File: src/cdac_pkg.sv
package cdac_pkg;

    // Special function register addresses
    localparam logic [7:0] CDAC_CTRL0_ADDR = 8'hB9;
    localparam logic [7:0] CDAC_CTRL1_ADDR = 8'hB5;
    localparam logic [7:0] CDAC_HIGH0_ADDR = 8'h97;
    localparam logic [7:0] CDAC_LOW0_ADDR = 8'h96;
    localparam logic [7:0] CDAC_HIGH1_ADDR = 8'hF5;
    localparam logic [7:0] CDAC_LOW1_ADDR = 8'hF4;

    // Control register fields
    localparam int CDAC_EN_BIT = 7;
    localparam int CDAC_SRC_MSB = 6;
    localparam int CDAC_SRC_LSB = 4;
    localparam int CDAC_RSVD_BIT = 3;
    localparam int CDAC_RJST_BIT = 2;
    localparam int CDAC_FS_MSB = 1;
    localparam int CDAC_FS_LSB = 0;
    localparam logic [7:0] CDAC_CTRL_RESET = 8'h73;
    localparam logic [7:0] CDAC_CTRL_WMASK = 8'hF7;
    localparam logic [7:0] CDAC_DATA_RESET = 8'h00;

    // Update source encodings
    localparam logic [2:0] CDAC_SRC_T0 = 3'h0;
    localparam logic [2:0] CDAC_SRC_T1 = 3'h1;
    localparam logic [2:0] CDAC_SRC_T2 = 3'h2;
    localparam logic [2:0] CDAC_SRC_T3 = 3'h3;
    localparam logic [2:0] CDAC_SRC_RISE = 3'h4;
    localparam logic [2:0] CDAC_SRC_FALL = 3'h5;
    localparam logic [2:0] CDAC_SRC_ANY = 3'h6;
    localparam logic [2:0] CDAC_SRC_WRITE = 3'h7;

    typedef struct packed {
        logic enable;
        logic [2:0] updateSource;
        logic reserved;
        logic rightJustify;
        logic [1:0] fullscaleSelect;
    } cdac_ctrl_t;

    typedef struct packed {
        logic t0Ovf;
        logic t1Ovf;
        logic t2LowOvf;
        logic t2HighOvf;
        logic t2Is16Bit;
        logic t3LowOvf;
        logic t3HighOvf;
        logic t3Is16Bit;
    } cdac_timer_t;

    typedef struct packed {
        logic enable;
        logic [11:0] code;
        logic [1:0] fullscaleSelect;
    } cdac_out_t;

endpackage

File: src/cdac_update_control.sv
// How it works
// Bit 7 of each control register enables the channel when 1 and disables it when 0.
// Update sources 000 to 011 copy pending data on an overflow of timer 0 to 3.
// Update sources 100, 101 and 110 copy pending data on a rising, falling or any strobe edge.
// Update source 111 updates the output on a write to the channel's data high byte.
// The update source is the three-bit field in bits 6 to 4 of the control register.
// Bit 3 of the control register always reads zero and software writes zero to it.
// Bit 2 selects left justification when 0 and right justification when 1.
// Bits 1 to 0 select 0.25, 0.5, 1.0 or 2.0 mA full scale for 00, 01, 10 and 11.
// The second channel has its own control register with the same layout and encodings.
// In timer or strobe modes data byte writes are held until the event, then high:low is latched.
// In on-demand mode a low byte write has no effect until the high byte write latches both.
// Timers 2 and 3 use low-byte overflow in 8-bit mode and high-byte overflow in 16-bit mode.
// Left justified takes high 7:0 and low 7:4; right justified takes high 3:0 and low 7:0.
// The strobe pin is synchronised before edge detection, giving one update pulse per edge.
`timescale 1ns/1ps

module cdac_update_control
    import cdac_pkg::*;
(
    // Clock and reset
    input wire logic clock,
    input wire logic rst_b,
    // Special function register port
    input wire logic [7:0] sfrAddr,
    input wire logic sfrWrite,
    input wire logic [7:0] sfrWdata,
    input wire logic sfrRead,
    output logic [7:0] sfrRdata,
    output logic sfrHit,
    // Update events
    input wire cdac_timer_t timerEvents,
    input wire logic conversion_strobe_in,
    // Converter input latches
    output cdac_out_t chan0Out,
    output cdac_out_t chan1Out,
    output logic [1:0] updatePulse
);

    cdac_ctrl_t ctrlReg [2];
    logic [7:0] highReg [2];
    logic [7:0] lowReg [2];
    logic [11:0] latchReg [2];
    logic strobeMeta;
    logic strobeSync;
    logic strobeLast;
    logic strobeRise;
    logic strobeFall;
    logic timer2Ovf;
    logic timer3Ovf;
    logic [1:0] highWrite;
    logic [1:0] trigger;

    function automatic logic [11:0] pack_word(input logic rj, input logic [7:0] hi, input logic [7:0] lo);
        if (rj) begin
            return {hi[3:0], lo};
        end
        return {hi, lo[7:4]};
    endfunction

    function automatic logic [7:0] ctrl_addr(input int ch);
        return (ch == 0) ? CDAC_CTRL0_ADDR : CDAC_CTRL1_ADDR;
    endfunction

    function automatic logic [7:0] high_addr(input int ch);
        return (ch == 0) ? CDAC_HIGH0_ADDR : CDAC_HIGH1_ADDR;
    endfunction

    function automatic logic [7:0] low_addr(input int ch);
        return (ch == 0) ? CDAC_LOW0_ADDR : CDAC_LOW1_ADDR;
    endfunction

    // Two stages before the edge detector keep metastability out of the triggers
    always_ff @(posedge clock or negedge rst_b) begin
        if (!rst_b) begin
            strobeMeta <= 1'b0;
            strobeSync <= 1'b0;
            strobeLast <= 1'b0;
        end else begin
            strobeMeta <= conversion_strobe_in;
            strobeSync <= strobeMeta;
            strobeLast <= strobeSync;
        end
    end

    assign strobeRise = strobeSync & ~strobeLast;
    assign strobeFall = ~strobeSync & strobeLast;

    assign timer2Ovf = timerEvents.t2Is16Bit ? timerEvents.t2HighOvf : timerEvents.t2LowOvf;
    assign timer3Ovf = timerEvents.t3Is16Bit ? timerEvents.t3HighOvf : timerEvents.t3LowOvf;

    always_comb begin
        for (int ch = 0; ch < 2; ch++) begin
            highWrite[ch] = sfrWrite && (sfrAddr == high_addr(ch));
            case (ctrlReg[ch].updateSource)
                CDAC_SRC_T0: trigger[ch] = timerEvents.t0Ovf;
                CDAC_SRC_T1: trigger[ch] = timerEvents.t1Ovf;
                CDAC_SRC_T2: trigger[ch] = timer2Ovf;
                CDAC_SRC_T3: trigger[ch] = timer3Ovf;
                CDAC_SRC_RISE: trigger[ch] = strobeRise;
                CDAC_SRC_FALL: trigger[ch] = strobeFall;
                CDAC_SRC_ANY: trigger[ch] = strobeRise | strobeFall;
                default: trigger[ch] = highWrite[ch];
            endcase
        end
    end

    // Control registers; the reserved bit is never stored
    always_ff @(posedge clock or negedge rst_b) begin
        if (!rst_b) begin
            ctrlReg[0] <= CDAC_CTRL_RESET;
            ctrlReg[1] <= CDAC_CTRL_RESET;
        end else begin
            for (int ch = 0; ch < 2; ch++) begin
                if (sfrWrite && (sfrAddr == ctrl_addr(ch))) begin
                    ctrlReg[ch] <= sfrWdata & CDAC_CTRL_WMASK;
                end
            end
        end
    end

    // Data holding bytes only; the output latch moves only on the trigger
    always_ff @(posedge clock or negedge rst_b) begin
        if (!rst_b) begin
            highReg[0] <= CDAC_DATA_RESET;
            highReg[1] <= CDAC_DATA_RESET;
            lowReg[0] <= CDAC_DATA_RESET;
            lowReg[1] <= CDAC_DATA_RESET;
        end else begin
            for (int ch = 0; ch < 2; ch++) begin
                if (highWrite[ch]) begin
                    highReg[ch] <= sfrWdata;
                end
                if (sfrWrite && (sfrAddr == low_addr(ch))) begin
                    lowReg[ch] <= sfrWdata;
                end
            end
        end
    end

    // On-demand mode latches the byte being written together with the held low byte
    always_ff @(posedge clock or negedge rst_b) begin
        if (!rst_b) begin
            latchReg[0] <= 12'h000;
            latchReg[1] <= 12'h000;
            updatePulse <= 2'h0;
        end else begin
            for (int ch = 0; ch < 2; ch++) begin
                updatePulse[ch] <= trigger[ch];
                if (trigger[ch]) begin
                    latchReg[ch] <= pack_word(ctrlReg[ch].rightJustify,
                        highWrite[ch] ? sfrWdata : highReg[ch], lowReg[ch]);
                end
            end
        end
    end

    // Register outputs to the analog section
    always_ff @(posedge clock or negedge rst_b) begin
        if (!rst_b) begin
            chan0Out <= '0;
            chan1Out <= '0;
        end else begin
            chan0Out <= {ctrlReg[0].enable, latchReg[0], ctrlReg[0].fullscaleSelect};
            chan1Out <= {ctrlReg[1].enable, latchReg[1], ctrlReg[1].fullscaleSelect};
        end
    end

    // Read mux; unmapped addresses answer zero and drop sfrHit
    always_comb begin
        sfrRdata = 8'h00;
        sfrHit = 1'b1;
        if (sfrAddr == CDAC_CTRL0_ADDR) begin
            sfrRdata = ctrlReg[0] & CDAC_CTRL_WMASK;
        end else if (sfrAddr == CDAC_CTRL1_ADDR) begin
            sfrRdata = ctrlReg[1] & CDAC_CTRL_WMASK;
        end else if (sfrAddr == CDAC_HIGH0_ADDR) begin
            sfrRdata = highReg[0];
        end else if (sfrAddr == CDAC_LOW0_ADDR) begin
            sfrRdata = lowReg[0];
        end else if (sfrAddr == CDAC_HIGH1_ADDR) begin
            sfrRdata = highReg[1];
        end else if (sfrAddr == CDAC_LOW1_ADDR) begin
            sfrRdata = lowReg[1];
        end else begin
            sfrHit = 1'b0;
        end
        if (!sfrRead) begin
            sfrRdata = 8'h00;
        end
    end

endmodule // cdac_update_control

File: config.mk
export PLATFORM = sky130hd
export DESIGN_NAME = cdac_update_control
export DESIGN_NICKNAME = d
export VERILOG_FILES = /design/src/cdac_pkg.sv /design/src/cdac_update_control.sv
export SDC_FILE = /design/constraint.sdc
export NUM_CORES = 1
export LEC_CHECK = 0
export BUFFER_PORTS_ARGS = -buffer_cell sky130_fd_sc_hd__buf_4
export CORE_MARGIN = 3
export CORE_UTILIZATION = 44
export CTS_CLUSTER_DIAMETER = 40
export DETAILED_ROUTE_END_ITERATION = 6
export PLACE_DENSITY = 0.66
export SETUP_SLACK_MARGIN = 0.4
export SLEW_MARGIN = 20
export SYNTH_ARGS = -nofsm -noshare
export SYNTH_HDL_FRONTEND = slang
export SYNTH_SLANG_ARGS = --single-unit
File: constraint.sdc
create_clock -name clock -period 2.8 [get_ports clock]
set_input_delay 0 -clock clock [delete_from_list [all_inputs] [get_ports clock]]
set_output_delay 0 -clock clock [all_outputs]
set_load 0.01 [all_outputs]
* Word level (Yosys, flattened, before mapping)
Index checks and enable logic that the tools add are counted. W data, S select, Z words.
Operators by class: reduce and logical (&&, ||, !) cells 8, muxes and demuxes 27, equal/unequal tests 18, bitwise gates (word level) 5
Operators by type and width (count):
- $mux W8 | 9
- $eq A8 B8 Y1 const B | 6
- $mux W12 | 4
- $eq A3 B3 Y1 const B | 6
- $pmux W1 S7 | 2
- $eq A3 B2 Y1 const B | 4
- $mux W1 | 12
- $eq A3 B1 Y1 const B | 2
- $logic_and A1 B1 Y1 | 6
- $logic_not A3 Y1 | 2
- $and A1 B1 Y1 | 2
- $not A1 Y1 | 2
- $or A1 B1 Y1 | 1
Word-level totals: input port bits 29, output and inout bits 41, logic and storage cells 82, register bits after elaboration 105

* Logic depth before layout (Yosys ltp)
depth after elaboration 8, mapped depth 7, mapped depth without buffers 6

* Least setup slack after synthesis
OpenSTA, ideal clock, no wires.
path kind register to register, start point register ctrlReg[13] in the netlist's numbering, end point register latchReg[14] in the netlist's numbering, period minus slack after synthesis 2028 ps, stages on the path, launching flop included 6, setup slack 772 ps, buffers on the path 2, data required time 2672 ps, library setup time 128 ps, arrival 1900 ps, cells stage by stage dfstp_2 -> clkbuf_1 -> a41oi_1 -> mux4_2 -> buf_2 -> mux2_1
Between the ends: longest elaborated chain between the ends 2, elaborated cells on any way between the ends 8, classes of those cells 6 x eq/ne; 1 x mux; 1 x reduce/logical
RTL lines:
- start, declared | RTL line cdac_update_control.sv:40 | cdac_ctrl_t ctrlReg [2];
- start signal, assigned by index | RTL line cdac_update_control.sv:116 | ctrlReg[ch] <= sfrWdata & CDAC_CTRL_WMASK;
- $eq A3 B3 Y1, or another cell as far along | RTL line cdac_update_control.sv:95 | case (ctrlReg[ch].updateSource)
- $pmux W1 S7 * | RTL line cdac_update_control.sv:95
- end signal, assigned by index | RTL line cdac_update_control.sv:151 | latchReg[ch] <= pack_word(ctrlReg[ch].rightJustify,
- end, declared | RTL line cdac_update_control.sv:43 | logic [11:0] latchReg [2];
Every way passes the cells marked *; elsewhere a longest branch is shown, timed or not. A chain may end at the register's enable or synchronous reset.

* Worst setup path in the final report
start point register ctrlReg[2] in the netlist's numbering, end point output sfrRdata[2]
Between the ends: longest elaborated chain between the ends 3
RTL lines:
- $mux W8 | RTL line cdac_update_control.sv:175 | end else if (sfrAddr == CDAC_CTRL1_ADDR) begin
- $mux W8 | RTL line cdac_update_control.sv:173 | if (sfrAddr == CDAC_CTRL0_ADDR) begin
- $mux W8 | RTL line cdac_update_control.sv:188 | if (!sfrRead) begin
- end, declared | RTL line cdac_update_control.sv:29 | output logic [7:0] sfrRdata,
Every way passes these cells.

==> reports/results.ini <==
[yosys]
synth_top_family_by_area = multiplexers
synth-seq-cells = 105
avgSynthCellArea_sq_um = 12.8
synth-compound-area-share_pct = 9.59
synthXorXnorAreaFrac_pct = 0
synthArstFlopShare_pct = 100
yosysSeqAreaShare_pct = 53.8
yosys.area_share.simple_pct = 9.01
synthesis.area_sq_um = 4900
synth_flop_cell = dfrtp_1
synthAdderAreaFrac_pct = 0.510
syn_nets = 414
synth_top_area_share_pct = 48.5
synthMuxAreaShare_pct = 24.3
synth_most_common_cell = dfrtp_1
yosysWarnings = 0
netlist_top_cells_count = dfrtp_1 (95), mux2_2 (53), mux2i_1 (30)
synth-edff-count = 0
netlist_instances = 383
yosysTopAreaCell = dfrtp_1
synth_area_leaders = dfrtp_1 (48%), mux2_2 (12%), mux2i_1 (6.1%)
yosysUniqueCellTypes = 43

[clock_tree]
insertion_delay_ps = 370
cts_buffers = 9
cts_htree_levels = 3
cts_setup_buffers = 0
cts_buffer_depth = 2
post_cts_resized = 0
clk_pin_slew_worst_paths_ps = 100
cts_sinks = 105
cts_root_buffer = clkbuf_8
cts_tree = yes

[hold_path]
hold_class = in -> async

[routing]
vias_per_cell = 5.71
postRouteWirelength_microns = 11700
firstDrtPassIters = 5
dr.first_iter.drc_count = 304
route.detailed.drc = 0
routedWlPerCell_microns = 19.6
antenna_left = 0
vias = 3407

[placed_design]
port-buffer-count = 69
routabilityCongestion = 0.889
dpl.cell_count = 570
hpwl_microns = 8210

[timing]
final_max_slew_viol_count = 0
slew_headroom_pct = 38.6
setup-tns-final_ps = 0
rsz0062_at_grt = false
tightest_slew_ps = 922
fmax_ghz = 0.476
finalSetupViolCount = 0
hold_viol_final = 0
fin_skew_ps = 15.2
period_share_pct = 75.0
timing.final.crit_period_ps = 2100

[critical_path]
cp_cell_sequence = o21ai_0, a211oi_1, buf_4
rrSetupSlack_ps = 730
cp.required_ps = 2800
ff2ff_path_depth = 6
crit_arrival_ps = 2100
cp-end-kind = output port
slowest_delay_ps = 960
crit_fanout = 22
startpoint_type = register
setup.worst_path.class = reg -> out
r2r-end = latchReg[0]
slowest_stage = dfrtp_1
r2r-start = strobeSync

[floorplanning]
ios = 70
dieHeight_microns = 112
rows = 37
coreArea_sq_um = 10600
die_w_microns = 112
start_util_pct = 46.3
die_area_sq_um = 12400

[cells_and_area]
final_cells = 597
ff_latch_area_sq_um = 2640
nNetsFinal = 487
drive_above_1_share_pct = 36.9
diodes = 0
multi_input_area_sq_um = 2130
area_growth_pct = 19.5
fill_cells = 923

[grt]
grt_max_degree = 81
grt_usage_pct = 19.3
antenna_found_initial = 0
grt_overflow = 0
grt_pass1_wl_microns = 19200
grt_pass1_vias = 3523

[pwr]
power_density_nw_per_um2 = 517
power_frac_comb_pct = 12.8
ir_worst_vdd_v = 0.000392
p_switching_mw = 0.774
finalPower_mw = 3.03
pwr-share-clk_pct = 31.5
p_int_mw = 2.26
pwr-share-seq_pct = 55.7
p_sw_share_pct = 25.5
leakage_nw = 2.77

[status]
outcome = completed

[flow_run]
maxCapViolCount = 0

[power by group through the flow]
stage	registers, mW	logic [mW]	clock network, mW
after global placement	1.72	0.371	0
after CTS	1.69	0.390	0.980
after detailed placement	1.72	0.378	0
final	1.69	0.388	0.955
after global routing	1.70	0.425	1.04
after floorplan	1.70	0.199	0
[cells by family after synthesis]
family	after synthesis
flops	105
mux	104
compound gates	70
simple gates	70
buf+inv	32
fa+ha+maj	2
[area by class of cell]
class / instances / area share [%]
flip-flops and latches: 105 / 45.0
multi-input cells: 246 / 36.3
repair buffers: 89 / 12.0
well taps: 136 / 2.90
clock buffers: 12 / 2.48
clock inverters: 4 / 0.918
inverters: 5 / 0.320
[layout by cell type, fill, tap and decap left out, types with 2 or more instances in the layout]
cell type	n
a21o_1	3
a21oi_1	24
a41oi_1	10
and2_1	2
and3_1	5
and4b_1	2
buf_4	78
clkbuf_1	2
clkbuf_8	10
clkinvlp_4	2
dfrtp_1	95
dfstp_2	10
dlygate4sd3_1	10
ha_1	2
inv_1	5
mux2_1	10
mux2_2	53
mux2_4	9
mux2i_1	30
mux4_2	2
nand2_1	22
nand2b_1	2
nand3_1	4
nand3b_1	2
nand4b_1	6
nand4bb_1	5
nor2_1	3
nor2b_1	10
nor3_2	2
o21ai_0	10
o221ai_1	5
o22a_1	5
o31ai_1	8
[flip-flops by register name, indices dropped and copies added, names as in the netlist]
register and flops:
latchReg 24, highReg 16, lowReg 16, chan0Out 15, chan1Out 15, ctrlReg 14
updatePulse 2, strobeLast 1, strobeMeta 1, strobeSync 1
[critical path, delay by kind of cell, from the launching register on]
family	cells	cell delay (ps)
flops	1	960
compound gates	2	600
buf+inv	1	190
[worst max-delay path by stage]
stage / from / endpoint / slack [ps] / cells past startpoint
4_1_cts: ctrlReg[2] / sfrRdata[2] / 690 / 3
3_3_place_gp: strobeSync / latchReg[0] / 760 / 6
6_report: ctrlReg[2] / sfrRdata[2] / 700 / 3
3_5_place_dp: sfrAddr[1] / latchReg[0] / 710 / 5
2_1_floorplan: ctrlReg[13] / latchReg[14] / 770 / 5
5_1_grt: ctrlReg[2] / sfrRdata[2] / 510 / 3
[routing by layer]
metal	GRT usage [%]	share of wire, %	vias up
met3	3.37	4.7	25
met1	26.5	44	1720
met2	31.4	49	101
met5	0	0	-
met4	5.68	2.4	0
li1	-	-	1561
[metrics by stage]
stage / util, % / setup WS [ps] / area [sq um] / hold slack (ps)
after floorplan: - / 772 / 4900 / -296
after CTS: 55.1 / 689 / 5840 / 259
final: 55.3 / 700 / 5860 / 126
after detailed placement: 52.3 / 711 / 5540 / 111
after global routing: 55.3 / 514 / 5860 / 174
after global placement: 52.3 / 759 / 5540 / 110
[what timing repair did]
| item | 4_1_cts | 5_1_grt |
|---|---|---|
| setup endpoints to repair | 0 | 0 |
| hold endpoints to repair | 114 | 0 |
| hold buffers | 10 | 0 |
Note: power is estimated with default switching activity, not from simulation.
